[config.mk]
export PLATFORM = sky130hd
export DESIGN_NAME = setpoint_sequencer
export DESIGN_NICKNAME = d
export VERILOG_FILES = /design/src/logic/seq_pkg.sv /design/src/logic/setpoint_sequencer.sv
export SDC_FILE = /design/constraint.sdc
export NUM_CORES = 2
export LEC_CHECK = 0
export ABC_CLOCK_PERIOD_IN_PS = 14200
export BUFFER_PORTS_ARGS = -buffer_cell sky130_fd_sc_hd__buf_2
export CAP_MARGIN = 40
export CELL_PAD_IN_SITES_DETAIL_PLACEMENT = 0
export CELL_PAD_IN_SITES_GLOBAL_PLACEMENT = 1
export CORE_ASPECT_RATIO = 1.1
export CORE_MARGIN = 8
export CORE_UTILIZATION = 35
export CTS_BUF_LIST = sky130_fd_sc_hd__clkbuf_16
export CTS_CLUSTER_SIZE = 16
export DETAILED_ROUTE_END_ITERATION = 16
export PLACE_DENSITY_LB_ADDON = 0.1
export SLEW_MARGIN = 20
export SYNTH_ARGS = -nofsm -noshare
export SYNTH_HDL_FRONTEND = slang
export SYNTH_SLANG_ARGS = --single-unit
[constraint.sdc]
create_clock -name clk_i -period 14.2 [get_ports clk_i]
set_input_delay 2.84 -clock clk_i [delete_from_list [all_inputs] [get_ports clk_i]]
set_output_delay 2.84 -clock clk_i [all_outputs]
set_load 0.03 [all_outputs]
[src/logic/seq_pkg.sv]
/*
 * Shared constants, types and the duration conversion for the program
 * setpoint sequencer. Assumes a single 200 MHz clock domain.
 */
`default_nettype none

package seq_pkg;
    // Timing
    localparam int CLK_PERIOD_NS = 5;
    localparam int SEC_NS = 1_000_000_000;
    localparam int SEC_CYCLES = SEC_NS / CLK_PERIOD_NS;
    localparam logic [5:0] SEC_PER_MIN = 6'h3C;
    localparam logic [3:0] HOLDOFF_MAX_S = 4'hA;
    localparam logic [3:0] HOLDOFF_RST = 4'h0;

    // Register offsets
    localparam logic [7:0] OFS_CTRL = 8'h00;
    localparam logic [7:0] OFS_HOLDOFF = 8'h04;
    localparam logic [7:0] OFS_SEG_INDEX = 8'h08;
    localparam logic [7:0] OFS_SEG_GOAL = 8'h0C;
    localparam logic [7:0] OFS_SEG_VALUE = 8'h10;
    localparam logic [7:0] OFS_STATUS = 8'h14;
    localparam logic [7:0] OFS_SETPOINT = 8'h18;

    // Field positions
    localparam int CTRL_METHOD_BIT = 0;
    localparam int CTRL_UNIT_BIT = 1;
    localparam int CTRL_RESTART_BIT = 2;
    localparam int VAL_MAJOR_LSB = 8;
    localparam int VAL_RAW_BIT = 18;

    // Encodings and ranges (setpoint in 0.1 % of span)
    localparam logic METHOD_TIME = 1'b0;
    localparam logic METHOD_RATE = 1'b1;
    localparam logic UNIT_HM = 1'b0;
    localparam logic UNIT_MS = 1'b1;
    localparam logic [15:0] SPAN = 16'h03E8;
    localparam logic [7:0] MINOR_MAX = 8'h3B;
    localparam logic [15:0] PER_MAJOR = 16'h003C;
    localparam logic [31:0] CTRL_RST = 32'h0000_0000;

    typedef enum logic [2:0] {
        S_HOLD = 3'b000,
        S_LOAD = 3'b001,
        S_DIV = 3'b010,
        S_RUN = 3'b011,
        S_SKIP = 3'b100,
        S_DONE = 3'b101
    } seq_state_t;

    typedef enum logic [1:0] {
        K_TIME = 2'b00,
        K_SOAK = 2'b01,
        K_RAMP = 2'b10
    } seg_kind_t;

    // major.minor to base ticks, minor held to 00..59
    function automatic logic [15:0] to_base(input logic [9:0] major, input logic [7:0] minor);
        logic [7:0] mn;
        mn = (minor > MINOR_MAX) ? MINOR_MAX : minor;
        return 16'(major * PER_MAJOR) + {8'h00, mn};
    endfunction
endpackage

`default_nettype wire

[src/logic/setpoint_sequencer.sv]
/*
 * Program setpoint sequencer: holdoff stage left at once (holdoff_q resets to 0), segment memory written over
 * a plain register port, and a per-segment engine producing the setpoint.
 * Assumes ctrl_tick_i is a one-cycle control-period pulse from clk_i logic
 * and that register strobes are synchronous one-cycle pulses.
 */
// Added by the designer: the placing of the registers and the strobed register port.
`default_nettype none

// Behaviour
// RQ1: Hold off start for 0..10 s after reset; holdoff_q resets to 0, so the engine leaves S_HOLD on the first clock
// RQ2: One method setting interprets all patterns
// RQ3: Method change clears every stored segment
// RQ4: Duration mode reaches goal exactly at end
// RQ5: Zero duration advances after one control period
// RQ6: Raw link values taken as base units
// RQ7: Rate is span change per hour/minute
// RQ8: Equal goal in rate mode soaks
// RQ9: Higher goal ramps up at rate
// RQ10: Lower goal ramps down at rate
// RQ11: Zero rate or soak advances after one period
// RQ12: One time unit governs all times
// RQ13: Unit hour.minute or minute.second selects rate base
// RQ14: major.minor becomes major*60+minor, minor max 59
// RQ15: Unregistered segment ends the pattern
module setpoint_sequencer
    import seq_pkg::*;
#(
    parameter int NSEG = 16,
    parameter int CYCLES_PER_SEC = SEC_CYCLES
) (
    // Clock and reset
    input wire logic clk_i,
    input wire logic sys_rst_i,
    // Control period
    input wire logic ctrl_tick_i,
    // Register port
    input wire logic [7:0] reg_addr_i,
    input wire logic [31:0] reg_wdata_i,
    input wire logic reg_we_i,
    input wire logic reg_re_i,
    output logic [31:0] reg_rdata_o,
    // Program output
    output logic [15:0] setpoint_o,
    output logic running_o,
    output logic holdoff_done_o
);
    localparam int IW = $clog2(NSEG) + 1;

    logic [31:0] ctrl_q;
    logic [3:0] holdoff_q;
    logic [IW-1:0] wr_idx_q;
    logic [15:0] goal_mem [NSEG];
    logic [18:0] val_mem [NSEG];
    logic [NSEG-1:0] valid_q;
    logic [31:0] presc_q;
    logic [5:0] sec_cnt_q;
    logic [3:0] hold_cnt_q;
    logic sec_pulse, min_pulse, base_tick;
    seq_state_t state_q;
    seg_kind_t kind_q;
    logic [IW-1:0] seg_q;
    logic [31:0] sp_fx_q, step_q;
    logic [15:0] goal_q, prev_goal_q, dur_q, elapsed_q;
    logic down_q;
    logic [16:0] rem_q;
    logic [15:0] dvs_q;
    logic [5:0] div_cnt_q;

    wire logic wr_ctrl = reg_we_i && reg_addr_i == OFS_CTRL;
    wire logic method = ctrl_q[CTRL_METHOD_BIT];
    wire logic unit = ctrl_q[CTRL_UNIT_BIT];
    wire logic method_flip = wr_ctrl && reg_wdata_i[CTRL_METHOD_BIT] != method;
    wire logic restart = wr_ctrl && reg_wdata_i[CTRL_RESTART_BIT];
    wire logic [IW-2:0] wr_slot = wr_idx_q[IW-2:0];
    wire logic [IW-2:0] rd_slot = seg_q[IW-2:0];
    wire logic [18:0] cur_val = val_mem[rd_slot];
    wire logic [15:0] cur_goal = goal_mem[rd_slot];
    wire logic [15:0] cur_ticks = cur_val[VAL_RAW_BIT] ? cur_val[15:0]
        : to_base(cur_val[17:VAL_MAJOR_LSB], cur_val[7:0]);
    wire logic [15:0] cur_rate = (cur_val[15:0] > SPAN) ? SPAN : cur_val[15:0];
    wire logic [15:0] sp_int = sp_fx_q[31:16];
    wire logic [31:0] goal_fx = {goal_q, 16'h0000};
    wire logic [16:0] rem_sh = {rem_q[15:0], step_q[31]};
    wire logic seg_end = seg_q == IW'(NSEG) || !valid_q[rd_slot];

    // Control, holdoff and the segment memory
    always_ff @(posedge clk_i or posedge sys_rst_i) begin
        if (sys_rst_i) begin
            ctrl_q <= CTRL_RST;
            holdoff_q <= HOLDOFF_RST;
            wr_idx_q <= '0;
            valid_q <= '0;
        end else begin
            if (wr_ctrl) begin
                ctrl_q <= {30'h0, reg_wdata_i[CTRL_UNIT_BIT], reg_wdata_i[CTRL_METHOD_BIT]};
            end
            if (reg_we_i && reg_addr_i == OFS_HOLDOFF) begin
                holdoff_q <= (reg_wdata_i[3:0] > HOLDOFF_MAX_S) ? HOLDOFF_MAX_S
                    : reg_wdata_i[3:0];
            end
            if (reg_we_i && reg_addr_i == OFS_SEG_INDEX) begin
                wr_idx_q <= {1'b0, reg_wdata_i[IW-2:0]};
            end
            if (method_flip) begin
                valid_q <= '0; // [RQ3]
            end else if (reg_we_i && reg_addr_i == OFS_SEG_VALUE) begin
                valid_q[wr_slot] <= 1'b1;
            end
        end
    end

    // Pattern storage; a value write registers the slot
    always_ff @(posedge clk_i) begin
        if (reg_we_i && reg_addr_i == OFS_SEG_GOAL) begin
            goal_mem[wr_slot] <= (reg_wdata_i[15:0] > SPAN) ? SPAN : reg_wdata_i[15:0];
        end
        if (reg_we_i && reg_addr_i == OFS_SEG_VALUE && !method_flip) begin
            val_mem[wr_slot] <= reg_wdata_i[18:0]; // [RQ6]
        end
    end

    // Time base: seconds, minutes, and the unit-selected base tick
    always_ff @(posedge clk_i or posedge sys_rst_i) begin
        if (sys_rst_i) begin
            presc_q <= '0;
            sec_cnt_q <= '0;
        end else begin
            presc_q <= sec_pulse ? '0 : presc_q + 32'h1;
            if (sec_pulse) begin
                sec_cnt_q <= min_pulse ? '0 : sec_cnt_q + 6'h1;
            end
        end
    end
    assign sec_pulse = presc_q == 32'(CYCLES_PER_SEC - 1);
    assign min_pulse = sec_pulse && sec_cnt_q == SEC_PER_MIN - 6'h1;
    // Minutes for hour.minute, seconds for minute.second
    assign base_tick = (unit == UNIT_MS) ? sec_pulse : min_pulse; // [RQ12] [RQ13]

    // Power-on holdoff counter; zero lets the engine start at once
    always_ff @(posedge clk_i or posedge sys_rst_i) begin
        if (sys_rst_i) begin
            hold_cnt_q <= '0;
        end else if (state_q != S_HOLD) begin
            // Spent once the engine runs, so a later holdoff write cannot stall it
            hold_cnt_q <= HOLDOFF_MAX_S;
        end else if (sec_pulse && hold_cnt_q < holdoff_q) begin
            hold_cnt_q <= hold_cnt_q + 4'h1; // [RQ1]
        end
    end

    // Segment engine
    always_ff @(posedge clk_i or posedge sys_rst_i) begin
        if (sys_rst_i) begin
            state_q <= S_HOLD;
            kind_q <= K_TIME;
            seg_q <= '0;
            sp_fx_q <= '0;
            step_q <= '0;
            goal_q <= '0;
            prev_goal_q <= '0;
            dur_q <= '0;
            elapsed_q <= '0;
            down_q <= 1'b0;
            rem_q <= '0;
            dvs_q <= '0;
            div_cnt_q <= '0;
        end else if (method_flip && state_q != S_HOLD) begin
            state_q <= S_DONE;
        end else if (restart && state_q != S_HOLD) begin
            seg_q <= '0;
            prev_goal_q <= sp_int;
            // Drop the fraction so a first soak holds exactly
            sp_fx_q[15:0] <= '0;
            state_q <= S_LOAD;
        end else begin
            case (state_q)
                S_HOLD: begin
                    if (hold_cnt_q >= holdoff_q) begin
                        state_q <= S_LOAD; // [RQ1]
                    end
                end
                S_LOAD: begin
                    goal_q <= cur_goal;
                    elapsed_q <= '0;
                    rem_q <= '0;
                    div_cnt_q <= '0;
                    if (seg_end) begin
                        state_q <= S_DONE; // [RQ15]
                    end else if (method == METHOD_TIME) begin // [RQ2]
                        kind_q <= K_TIME;
                        dur_q <= cur_ticks; // [RQ14]
                        down_q <= cur_goal < sp_int;
                        sp_fx_q[15:0] <= '0;
                        // Dividend shares the quotient register's role in the divider
                        step_q <= {(cur_goal < sp_int) ? sp_int - cur_goal
                            : cur_goal - sp_int, 16'h0000};
                        dvs_q <= cur_ticks;
                        state_q <= (cur_ticks == '0) ? S_SKIP : S_DIV; // [RQ5] [RQ4]
                    end else if (cur_goal == prev_goal_q) begin
                        kind_q <= K_SOAK; // [RQ8]
                        dur_q <= cur_ticks;
                        state_q <= (cur_ticks == '0) ? S_SKIP : S_RUN; // [RQ11]
                    end else begin
                        kind_q <= K_RAMP;
                        down_q <= cur_goal < prev_goal_q; // [RQ9] [RQ10]
                        // Rounded up so truncation never costs an extra base tick
                        step_q <= {cur_rate, 16'h0000} + 32'(PER_MAJOR - 16'h1); // [RQ7]
                        dvs_q <= PER_MAJOR;
                        state_q <= (cur_rate == '0) ? S_SKIP : S_DIV; // [RQ11]
                    end
                end
                S_DIV: begin
                    // Restoring divide, 32 steps; avoids a combinational divider
                    div_cnt_q <= div_cnt_q + 6'h1;
                    if (rem_sh >= {1'b0, dvs_q}) begin
                        rem_q <= rem_sh - {1'b0, dvs_q};
                        step_q <= {step_q[30:0], 1'b1};
                    end else begin
                        rem_q <= rem_sh;
                        step_q <= {step_q[30:0], 1'b0};
                    end
                    if (div_cnt_q == 6'h1F) begin
                        state_q <= S_RUN;
                    end
                end
                S_RUN: begin
                    if (base_tick) begin
                        elapsed_q <= elapsed_q + 16'h1;
                        case (kind_q)
                            K_TIME, K_SOAK: begin
                                if (elapsed_q + 16'h1 >= dur_q) begin
                                    sp_fx_q <= goal_fx; // [RQ4] [RQ8]
                                    prev_goal_q <= goal_q;
                                    seg_q <= seg_q + IW'(1);
                                    state_q <= S_LOAD;
                                end else if (kind_q == K_TIME) begin
                                    sp_fx_q <= down_q ? sp_fx_q - step_q : sp_fx_q + step_q;
                                end
                            end
                            K_RAMP: begin
                                if ((down_q && sp_fx_q - goal_fx <= step_q)
                                    || (!down_q && goal_fx - sp_fx_q <= step_q)) begin
                                    sp_fx_q <= goal_fx;
                                    prev_goal_q <= goal_q;
                                    seg_q <= seg_q + IW'(1);
                                    state_q <= S_LOAD;
                                end else begin
                                    // [RQ9] [RQ10]
                                    sp_fx_q <= down_q ? sp_fx_q - step_q : sp_fx_q + step_q;
                                end
                            end
                            default: state_q <= S_DONE;
                        endcase
                    end
                end
                S_SKIP: begin
                    if (ctrl_tick_i) begin
                        sp_fx_q <= goal_fx; // [RQ5] [RQ11]
                        prev_goal_q <= goal_q;
                        seg_q <= seg_q + IW'(1);
                        state_q <= S_LOAD;
                    end
                end
                S_DONE: state_q <= S_DONE;
                default: state_q <= S_DONE;
            endcase
        end
    end

    // Register read, one cycle after the strobe
    always_ff @(posedge clk_i or posedge sys_rst_i) begin
        if (sys_rst_i) begin
            reg_rdata_o <= '0;
        end else if (reg_re_i) begin
            case (reg_addr_i)
                OFS_CTRL: reg_rdata_o <= ctrl_q;
                OFS_HOLDOFF: reg_rdata_o <= {28'h0, holdoff_q};
                OFS_SEG_INDEX: reg_rdata_o <= 32'(wr_idx_q);
                OFS_STATUS: reg_rdata_o <= {16'h0, 8'(seg_q), 5'h0, state_q};
                OFS_SETPOINT: reg_rdata_o <= {16'h0, sp_int};
                default: reg_rdata_o <= '0;
            endcase
        end else begin
            reg_rdata_o <= '0;
        end
    end

    assign setpoint_o = sp_int;
    assign running_o = state_q != S_HOLD && state_q != S_DONE;
    assign holdoff_done_o = state_q != S_HOLD;
endmodule // setpoint_sequencer

`default_nettype wire

Yosys cells after proc, flatten, opt, wreduce, memory -nomap -nowiden
Memories as Yosys holds them, arrays and structs flattened.
Index checks and enable logic that the tools add are counted.
{"block": "classes", "addsub": 15, "mul": 1, "n_lt_le_gt_ge": 15, "eq_ne": 41, "muxes": 83, "n_bitwise": 4, "n_reduce_logical": 46}
{"operator": "two-way mux 32 bit", "count": 11}
{"operator": "two-way mux 16 bit", "count": 20}
{"operator": "case mux 16 bit (2 select lines)", "count": 5}
{"operator": "case mux 32 bit (2 select lines)", "count": 2}
{"operator": "subtractor 32 bit", "count": 3}
{"operator": "case mux 16 bit (5 select lines)", "count": 1}
{"operator": "less-or-equal comparator 32 bit", "count": 2}
{"operator": "case mux 16 bit (3 select lines)", "count": 1}
{"operator": "subtractor 16 bit", "count": 3}
{"operator": "two-way mux 3 bit", "count": 14}
{"operator": "adder 32 x 1 -> 32 bit (second input constant)", "count": 1}
{"operator": "adder 32 bit", "count": 1}
{"operator": "adder 32 x 6 -> 32 bit (second input constant)", "count": 1}
{"operator": "== test 32 x 28 -> 1 bit (second input constant)", "count": 1}
{"operator": "> comparator 16 x 10 -> 1 bit (second input constant)", "count": 2}
{"operator": "zero test 16 bit", "count": 2}
{"operator": "less-than comparator 16 bit", "count": 2}
{"operator": "!= test 4 bit (second input constant)", "count": 7}
{"operator": "two-way mux 5 bit", "count": 5}
{"operator": "== test 8 x 5 -> 1 bit (second input constant)", "count": 3}
{"operator": "case mux 5 bit (2 select lines)", "count": 2}
{"operator": "!= test 3 bit (second input constant)", "count": 6}
{"operator": "greater-or-equal comparator 17 x 16 -> 1 bit", "count": 1}
{"operator": "adder 16 x 1 -> 16 bit (second input constant)", "count": 1}
{"operator": "57 further kinds", "count": 108}
{"block": "word_totals", "ff_bits": 277, "ramBits": 560, "inputBits": 45, "out_inout_bits": 50, "word_cells": 229, "n_memories": 2}
{"name": "val_mem", "depth": 16, "width": 19, "rd": 1, "rd_ports_with_merged_regs": 0, "write_ports": 1, "line_no": "setpoint_sequencer.sv:54", "rtl": "logic [18:0] val_mem [NSEG];"}
{"name": "goal_mem", "depth": 16, "width": 16, "rd": 1, "rd_ports_with_merged_regs": 0, "write_ports": 1, "line_no": "setpoint_sequencer.sv:53", "rtl": "logic [15:0] goal_mem [NSEG];"}

Depth between registers and ports, before layout
An unclocked memory read counts as a cell.
{"block": "logic_depth", "word_depth": 13, "depth_mapped": 30, "ltp_nobuf": 29}

Worst setup path after synthesis
Ideal clock, no wire load.
{"block": "synth_timing", "path_kind": "register to register", "start": "register seg_q[0]", "end": "register state_q[0]", "setup_time_ns": 0.066, "arrival_time_ns": 6.726, "slack_ns": 7.407, "stages_incl_launch_ff": 22, "path_buffers": 7, "period_less_slack_ns": 6.793, "path_cell_list": "dfrtp_1 > buf_6 > buf_6 > buf_2 > buf_2 > buf_2 > buf_2 > clkbuf_1 > mux4_2 > mux4_2 > fa_1 > fa_1 > ha_1 > o221a_2 > o21a_1 > nor4_1 > nor3b_1 > xor2_1 > mux2i_1 > and4_1 > a311oi_1 > o32a_1"}
{"block": "synth_via", "elab_chain_len": 13, "word_cells_on_any_way": 21, "cone_classes": "1 x add/sub; 1 x mul; 1 x order compare; 2 x eq/ne; 11 x mux; 3 x reduce/logical; 2 x memory"}
{"item": "start, declared", "line_no": "setpoint_sequencer.sv:62", "rtl": "logic [IW-1:0] seg_q;"}
{"item": "start signal, assigned", "line_no": "setpoint_sequencer.sv:235", "rtl": "seg_q <= seg_q + IW'(1);"}
{"item": "start signal, assigned", "line_no": "setpoint_sequencer.sv:246", "rtl": "seg_q <= seg_q + IW'(1);"}
{"item": "start signal, assigned", "line_no": "setpoint_sequencer.sv:261", "rtl": "seg_q <= seg_q + IW'(1);"}
{"item": "branches (longest 9 deep; another with memory (16 x 19 bit))"}
{"item": "two-way mux 3 bit *", "line_no": "setpoint_sequencer.sv:188", "rtl": "if (seg_end) begin"}
{"item": "case mux 3 bit (5 select lines) *", "line_no": "setpoint_sequencer.sv:177", "rtl": "case (state_q)"}
{"item": "two-way mux 3 bit *", "line_no": "setpoint_sequencer.sv:170", "rtl": "end else if (restart && state_q != S_HOLD) begin"}
{"item": "two-way mux 3 bit *", "line_no": "setpoint_sequencer.sv:168", "rtl": "end else if (method_flip && state_q != S_HOLD) begin"}
{"item": "end signal, assigned", "line_no": "setpoint_sequencer.sv:199", "rtl": "state_q <= (cur_ticks == '0) ? S_SKIP : S_DIV;"}
{"item": "end signal, assigned", "line_no": "setpoint_sequencer.sv:203", "rtl": "state_q <= (cur_ticks == '0) ? S_SKIP : S_RUN;"}
{"item": "end signal, assigned", "line_no": "setpoint_sequencer.sv:210", "rtl": "state_q <= (cur_rate == '0) ? S_SKIP : S_DIV;"}
{"item": "end, declared", "line_no": "setpoint_sequencer.sv:60", "rtl": "seq_state_t state_q;"}
Every way passes the cells marked *. The select of a mux whose other input is x is not followed.
A chain may end at the register's enable or synchronous reset.

Final worst setup path
{"block": "layout_timing", "start": "register sp_fx_q[17]", "end": "register sp_fx_q[4]"}
{"block": "layout_via", "elab_chain_len": 9, "word_cells_on_any_way": 12, "cone_classes": "2 x add/sub; 2 x order compare; 5 x mux; 3 x reduce/logical"}
{"item": "start, declared", "line_no": "setpoint_sequencer.sv:63", "rtl": "logic [31:0] sp_fx_q, step_q;"}
{"item": "start signal, assigned", "line_no": "setpoint_sequencer.sv:233", "rtl": "sp_fx_q <= goal_fx;"}
{"item": "start signal, assigned", "line_no": "setpoint_sequencer.sv:238", "rtl": "sp_fx_q <= down_q ? sp_fx_q - step_q : sp_fx_q + step_q;"}
{"item": "start signal, assigned", "line_no": "setpoint_sequencer.sv:244", "rtl": "sp_fx_q <= goal_fx;"}
{"item": "subtractor 32 bit (on tied branches)", "line_no": "setpoint_sequencer.sv:242, setpoint_sequencer.sv:243"}
{"item": "less-or-equal comparator 32 bit (on tied branches)", "line_no": "setpoint_sequencer.sv:242, setpoint_sequencer.sv:243"}
{"item": "logical AND 1 bit (on tied branches)", "line_no": "setpoint_sequencer.sv:242, setpoint_sequencer.sv:243"}
{"item": "logical OR 1 bit *", "line_no": "setpoint_sequencer.sv:243", "rtl": "|| (!down_q && goal_fx - sp_fx_q <= step_q)) begin"}
{"item": "two-way mux 32 bit *", "line_no": "setpoint_sequencer.sv:242", "rtl": "if ((down_q && sp_fx_q - goal_fx <= step_q)"}
{"item": "case mux 32 bit (2 select lines) *", "line_no": "setpoint_sequencer.sv:230", "rtl": "case (kind_q)"}
{"item": "two-way mux 32 bit *", "line_no": "setpoint_sequencer.sv:228", "rtl": "if (base_tick) begin"}
{"item": "case mux 16 bit (3 select lines) *", "line_no": "setpoint_sequencer.sv:177"}
{"item": "two-way mux 16 bit *", "line_no": "setpoint_sequencer.sv:170"}
Every way passes the cells marked *; elsewhere a longest branch is shown, timed or not. The select of a mux whose other input is x is not followed.

==> flow_summary.toml <==
[clocking]
cts_tree = "done"
holdBufCountCts = 0
numCtsBuffers = 93
cts-root-buf = "sky130_fd_sc_hd__clkbuf_16"
clock_sink_count = 821
htree_num_levels = 3
post_cts.resized_instances = 0
post-cts-setup-buffer-count = 0
worst_skew_pair.late_latency_ns = 0.70
clk_path_buf_depth = 3
clk_transition_reported_paths_ns = 0.06

[timing]
finClkSkew_ns = 0.02770
rsz0062_at_grt = "false"
setup_viol = 0
holdWs_ns = 0.4729
period_share_pct = 55.93
hold_viol = 0
setup-tns-final_ns = 0
slew-limit-headroom_pct = 41.75
max_freq_mhz = 125.9
worstMarginPinSlew_ns = 0.8657
finalMaxSlewViolations = 0
minimum_clock_period_after_layout_ns = 7.943

[grt]
grt_pass1_vias = 29042
all_layer_gr_usage_pct = 18.31
grt_antenna_before_repair = 7
grt_pass1_wl_um = 185700
overflow = 0
grt_max_degree = 86

[floorplanning]
initial_core_util_pct = 35.11
core.rowCount = 135
dieArea_um2 = 134300
core_region_area_um2 = 122500
chipHeight_um = 383.6
die_w_um = 350.2
io_pins = 95

[detailed_routing]
first_iter_violations = 1807
avgRoutedWirePerCell_um = 23.17
ant_nets = 0
detail_route.first_pass.iterations = 5
route.final.wire_length_um = 123700
viasPerCell = 5.209
drc = 0
vias = 27801

[placement]
buffer_ports.inserted = 65
gp_congestion = 0.8530
hpwl_after_detailed_placement_um = 85840
numPlacedInstances = 5166

[worst_setup_path]
crit_path_max_fanout = 31
cpMaxStageDelayCell = "sky130_fd_sc_hd__dfrtp_1"
critPathLaunchType = "register"
max_stage_delay_ns = 0.69
worst_ep_required_time_ns = 14.79
worst-endpoint-arrival_ns = 8.54
crit_type = "register to register"
worstSetupEndpointType = "register"

[final_layout]
finalNonFillerCells = 5337
antenna-diode-count = 0
regArea_um2 = 23360
num-nets-final = 3930
layout-area-overhead-vs-synth_pct = 14.16
multiInputGateArea_um2 = 18660
num-fill-cells = 11613
layout-drive-gt1-share_pct = 14.46

[power]
irDropWorstVdd_v = 0.0002798
power_per_cell_area_nw_per_um2 = 266.0
lkg_pwr_nw = 19.18
power_mw = 13.06

[synth]
synth.avg_cell_area_um2 = 12.57
dominantRegCellSynth = "sky130_fd_sc_hd__edfxtp_1"
ys_types = 80
synth_async_sr_flop_share_pct = 31.79
synthesis.area_um2 = 42990
seq_area_frac_synth_pct = 54.30
number_of_enable_type_register_cells_in_the_synthesized_netlist = 560
yosysWarnings = 0
flops_latches_synth = 821
synthesis.instances = 3421

[min_path]
worstHoldPathType = "register to register"

[run]
maxCapViolations = 0

[status]
run_status = "completed"
flip-flops by register name, indices dropped and copies added, names as in the netlist:
name,cells
val_mem,304
goal_mem,256
presc_q,32
sp_fx_q,32
step_q,32
dur_q,16
dvs_q,16
elapsed_q,16
goal_q,16
prev_goal_q,16
reg_rdata_o,16
rem_q,16
valid_q,16
div_cnt_q,6
sec_cnt_q,6
seg_q,5
hold_cnt_q,4
holdoff_q,4
wr_idx_q,4
state_q,3
ctrl_q,2
kind_q,2
down_q,1
where the power goes:
part / switching (mW) / internal [mW] / total, mW
Clock: 1.03 / 1.44 / 2.47
Sequential: 0.215 / 2.69 / 2.91
Combinational: 4.51 / 3.16 / 7.68
Total: 5.76 / 7.29 / 13.1
critical path: cells and delay by family (launching register included):
family          cells  cell delay (ns)
compound gates     12             2.83
xor+xnor            1             0.12
fa+ha+maj           2             0.72
buf+inv             4             1.11
flops               1             0.69
simple gates        8             2.29
cell type report:
class | instances | area share, %
clock inverter | 75 | 1.657
timing repair buffer | 152 | 2.228
sequential | 821 | 47.59
clock buffer | 93 | 4.742
inverter | 205 | 1.583
multi-input combinational | 2347 | 38.01
tap | 1644 | 4.191
metal layers:
metal / vias up / part of all wire, % / routed length, µm / track usage (%)
met1: 14042 / 43 / 53190 / 23.40
li1: 13028 / - / - / -
met3: 172 / 4.6 / 5746 / 3.192
met2: 557 / 50 / 61220 / 31.59
met4: 2 / 2.8 / 3498 / 5.670
met5: - / 0.011 / 13 / 0
metrics by stage:
stage / setup slack [ns] / util, % / area (µm²)
final: 6.257 / 40.08 / 49080
after global routing: 5.474 / 40.08 / 49080
after CTS: 6.019 / 40.05 / 49040
after detailed placement: 6.005 / 37.48 / 45900
after global placement: 6.155 / 37.32 / 45710
after floorplan: 4.177 / - / 43420
cells by family after synthesis:
| group | Yosys count | share of synthesized area (%) |
|---|---|---|
| buffers and inverters | 366 | 3.562 |
| other | 1 | 0.008722 |
| muxes | 226 | 10.41 |
| DFF | 821 | 54.30 |
| and+or+nand+nor | 811 | 9.050 |
| AOI/OAI and AO/OA | 737 | 10.62 |
| adders and majority gates | 265 | 8.096 |
| xor gates and xnor gates | 194 | 3.952 |
worst paths after layout:
path | startpoint | slack, ns | to | cells after the start
setup / recovery | sp_fx_q[17] | 6.26 | sp_fx_q[4] | 27
hold / removal | valid_q[13] | 0.47 | valid_q[13] | 1
setup reg to reg | sp_fx_q[17] | 6.26 | sp_fx_q[4] | 27
hold reg to reg | valid_q[13] | 0.47 | valid_q[13] | 1
max in group asynchronous | sys_rst_i | 10.38 | seg_q[1] | 6
min in group asynchronous | sys_rst_i | 2.19 | elapsed_q[13] | 2
layout by cell type, fill, tap and decap left out, drive strengths merged, types with 22 or more instances in the layout:
cell type  instances
nor2             200
mux2i             34
dfrtp            261
nor2b             40
a21o              85
clkinv            32
xor2              65
mux4             175
and3              26
a22oi             27
buf              151
o21ai            232
nand4             35
inv              230
a21oi            191
ha               243
a31oi             23
xnor2            129
nand2            244
nand2b            40
fa                22
nor3              52
nand3             70
edfxtp           560
clkbuf            94
conb             114
synthesized netlist by cell type, drive strengths merged, types with 8 or more instances:
library cell	instances	area, µm²
o211ai	14	105.1
a211oi	18	135.1
nand3	70	350.3
nand2b	40	250.2
inv	205	769.5
a31oi	23	143.9
o22ai	13	81.33
mux2i	34	340.3
o31ai	9	67.56
nor2	200	750.7
or3	17	111.4
a21o	85	638.1
fa	22	440.4
dfrtp	261	6531
mux2	17	191.4
nand2	244	918.4
clkbuf	92	345.3
ha	243	3040
a22oi	27	207.7
o21ai	232	1161
edfxtp	560	16820
nor3	52	260.3
o21a	19	142.6
xor2	65	569.3
or2	16	100.1
nor2b	40	252.7
nand4	35	219.0
and4	8	70.07
buf	69	416.7
a21oi	191	959.7
nor4	21	131.4
mux4	175	3945
a221oi	9	78.83
xnor2	129	1130
and2	17	106.4
a21boi	12	90.09
o21bai	21	157.7
a41oi	10	87.58
and3	26	162.7
No activity file was read; power rests on OpenSTA's default activity.
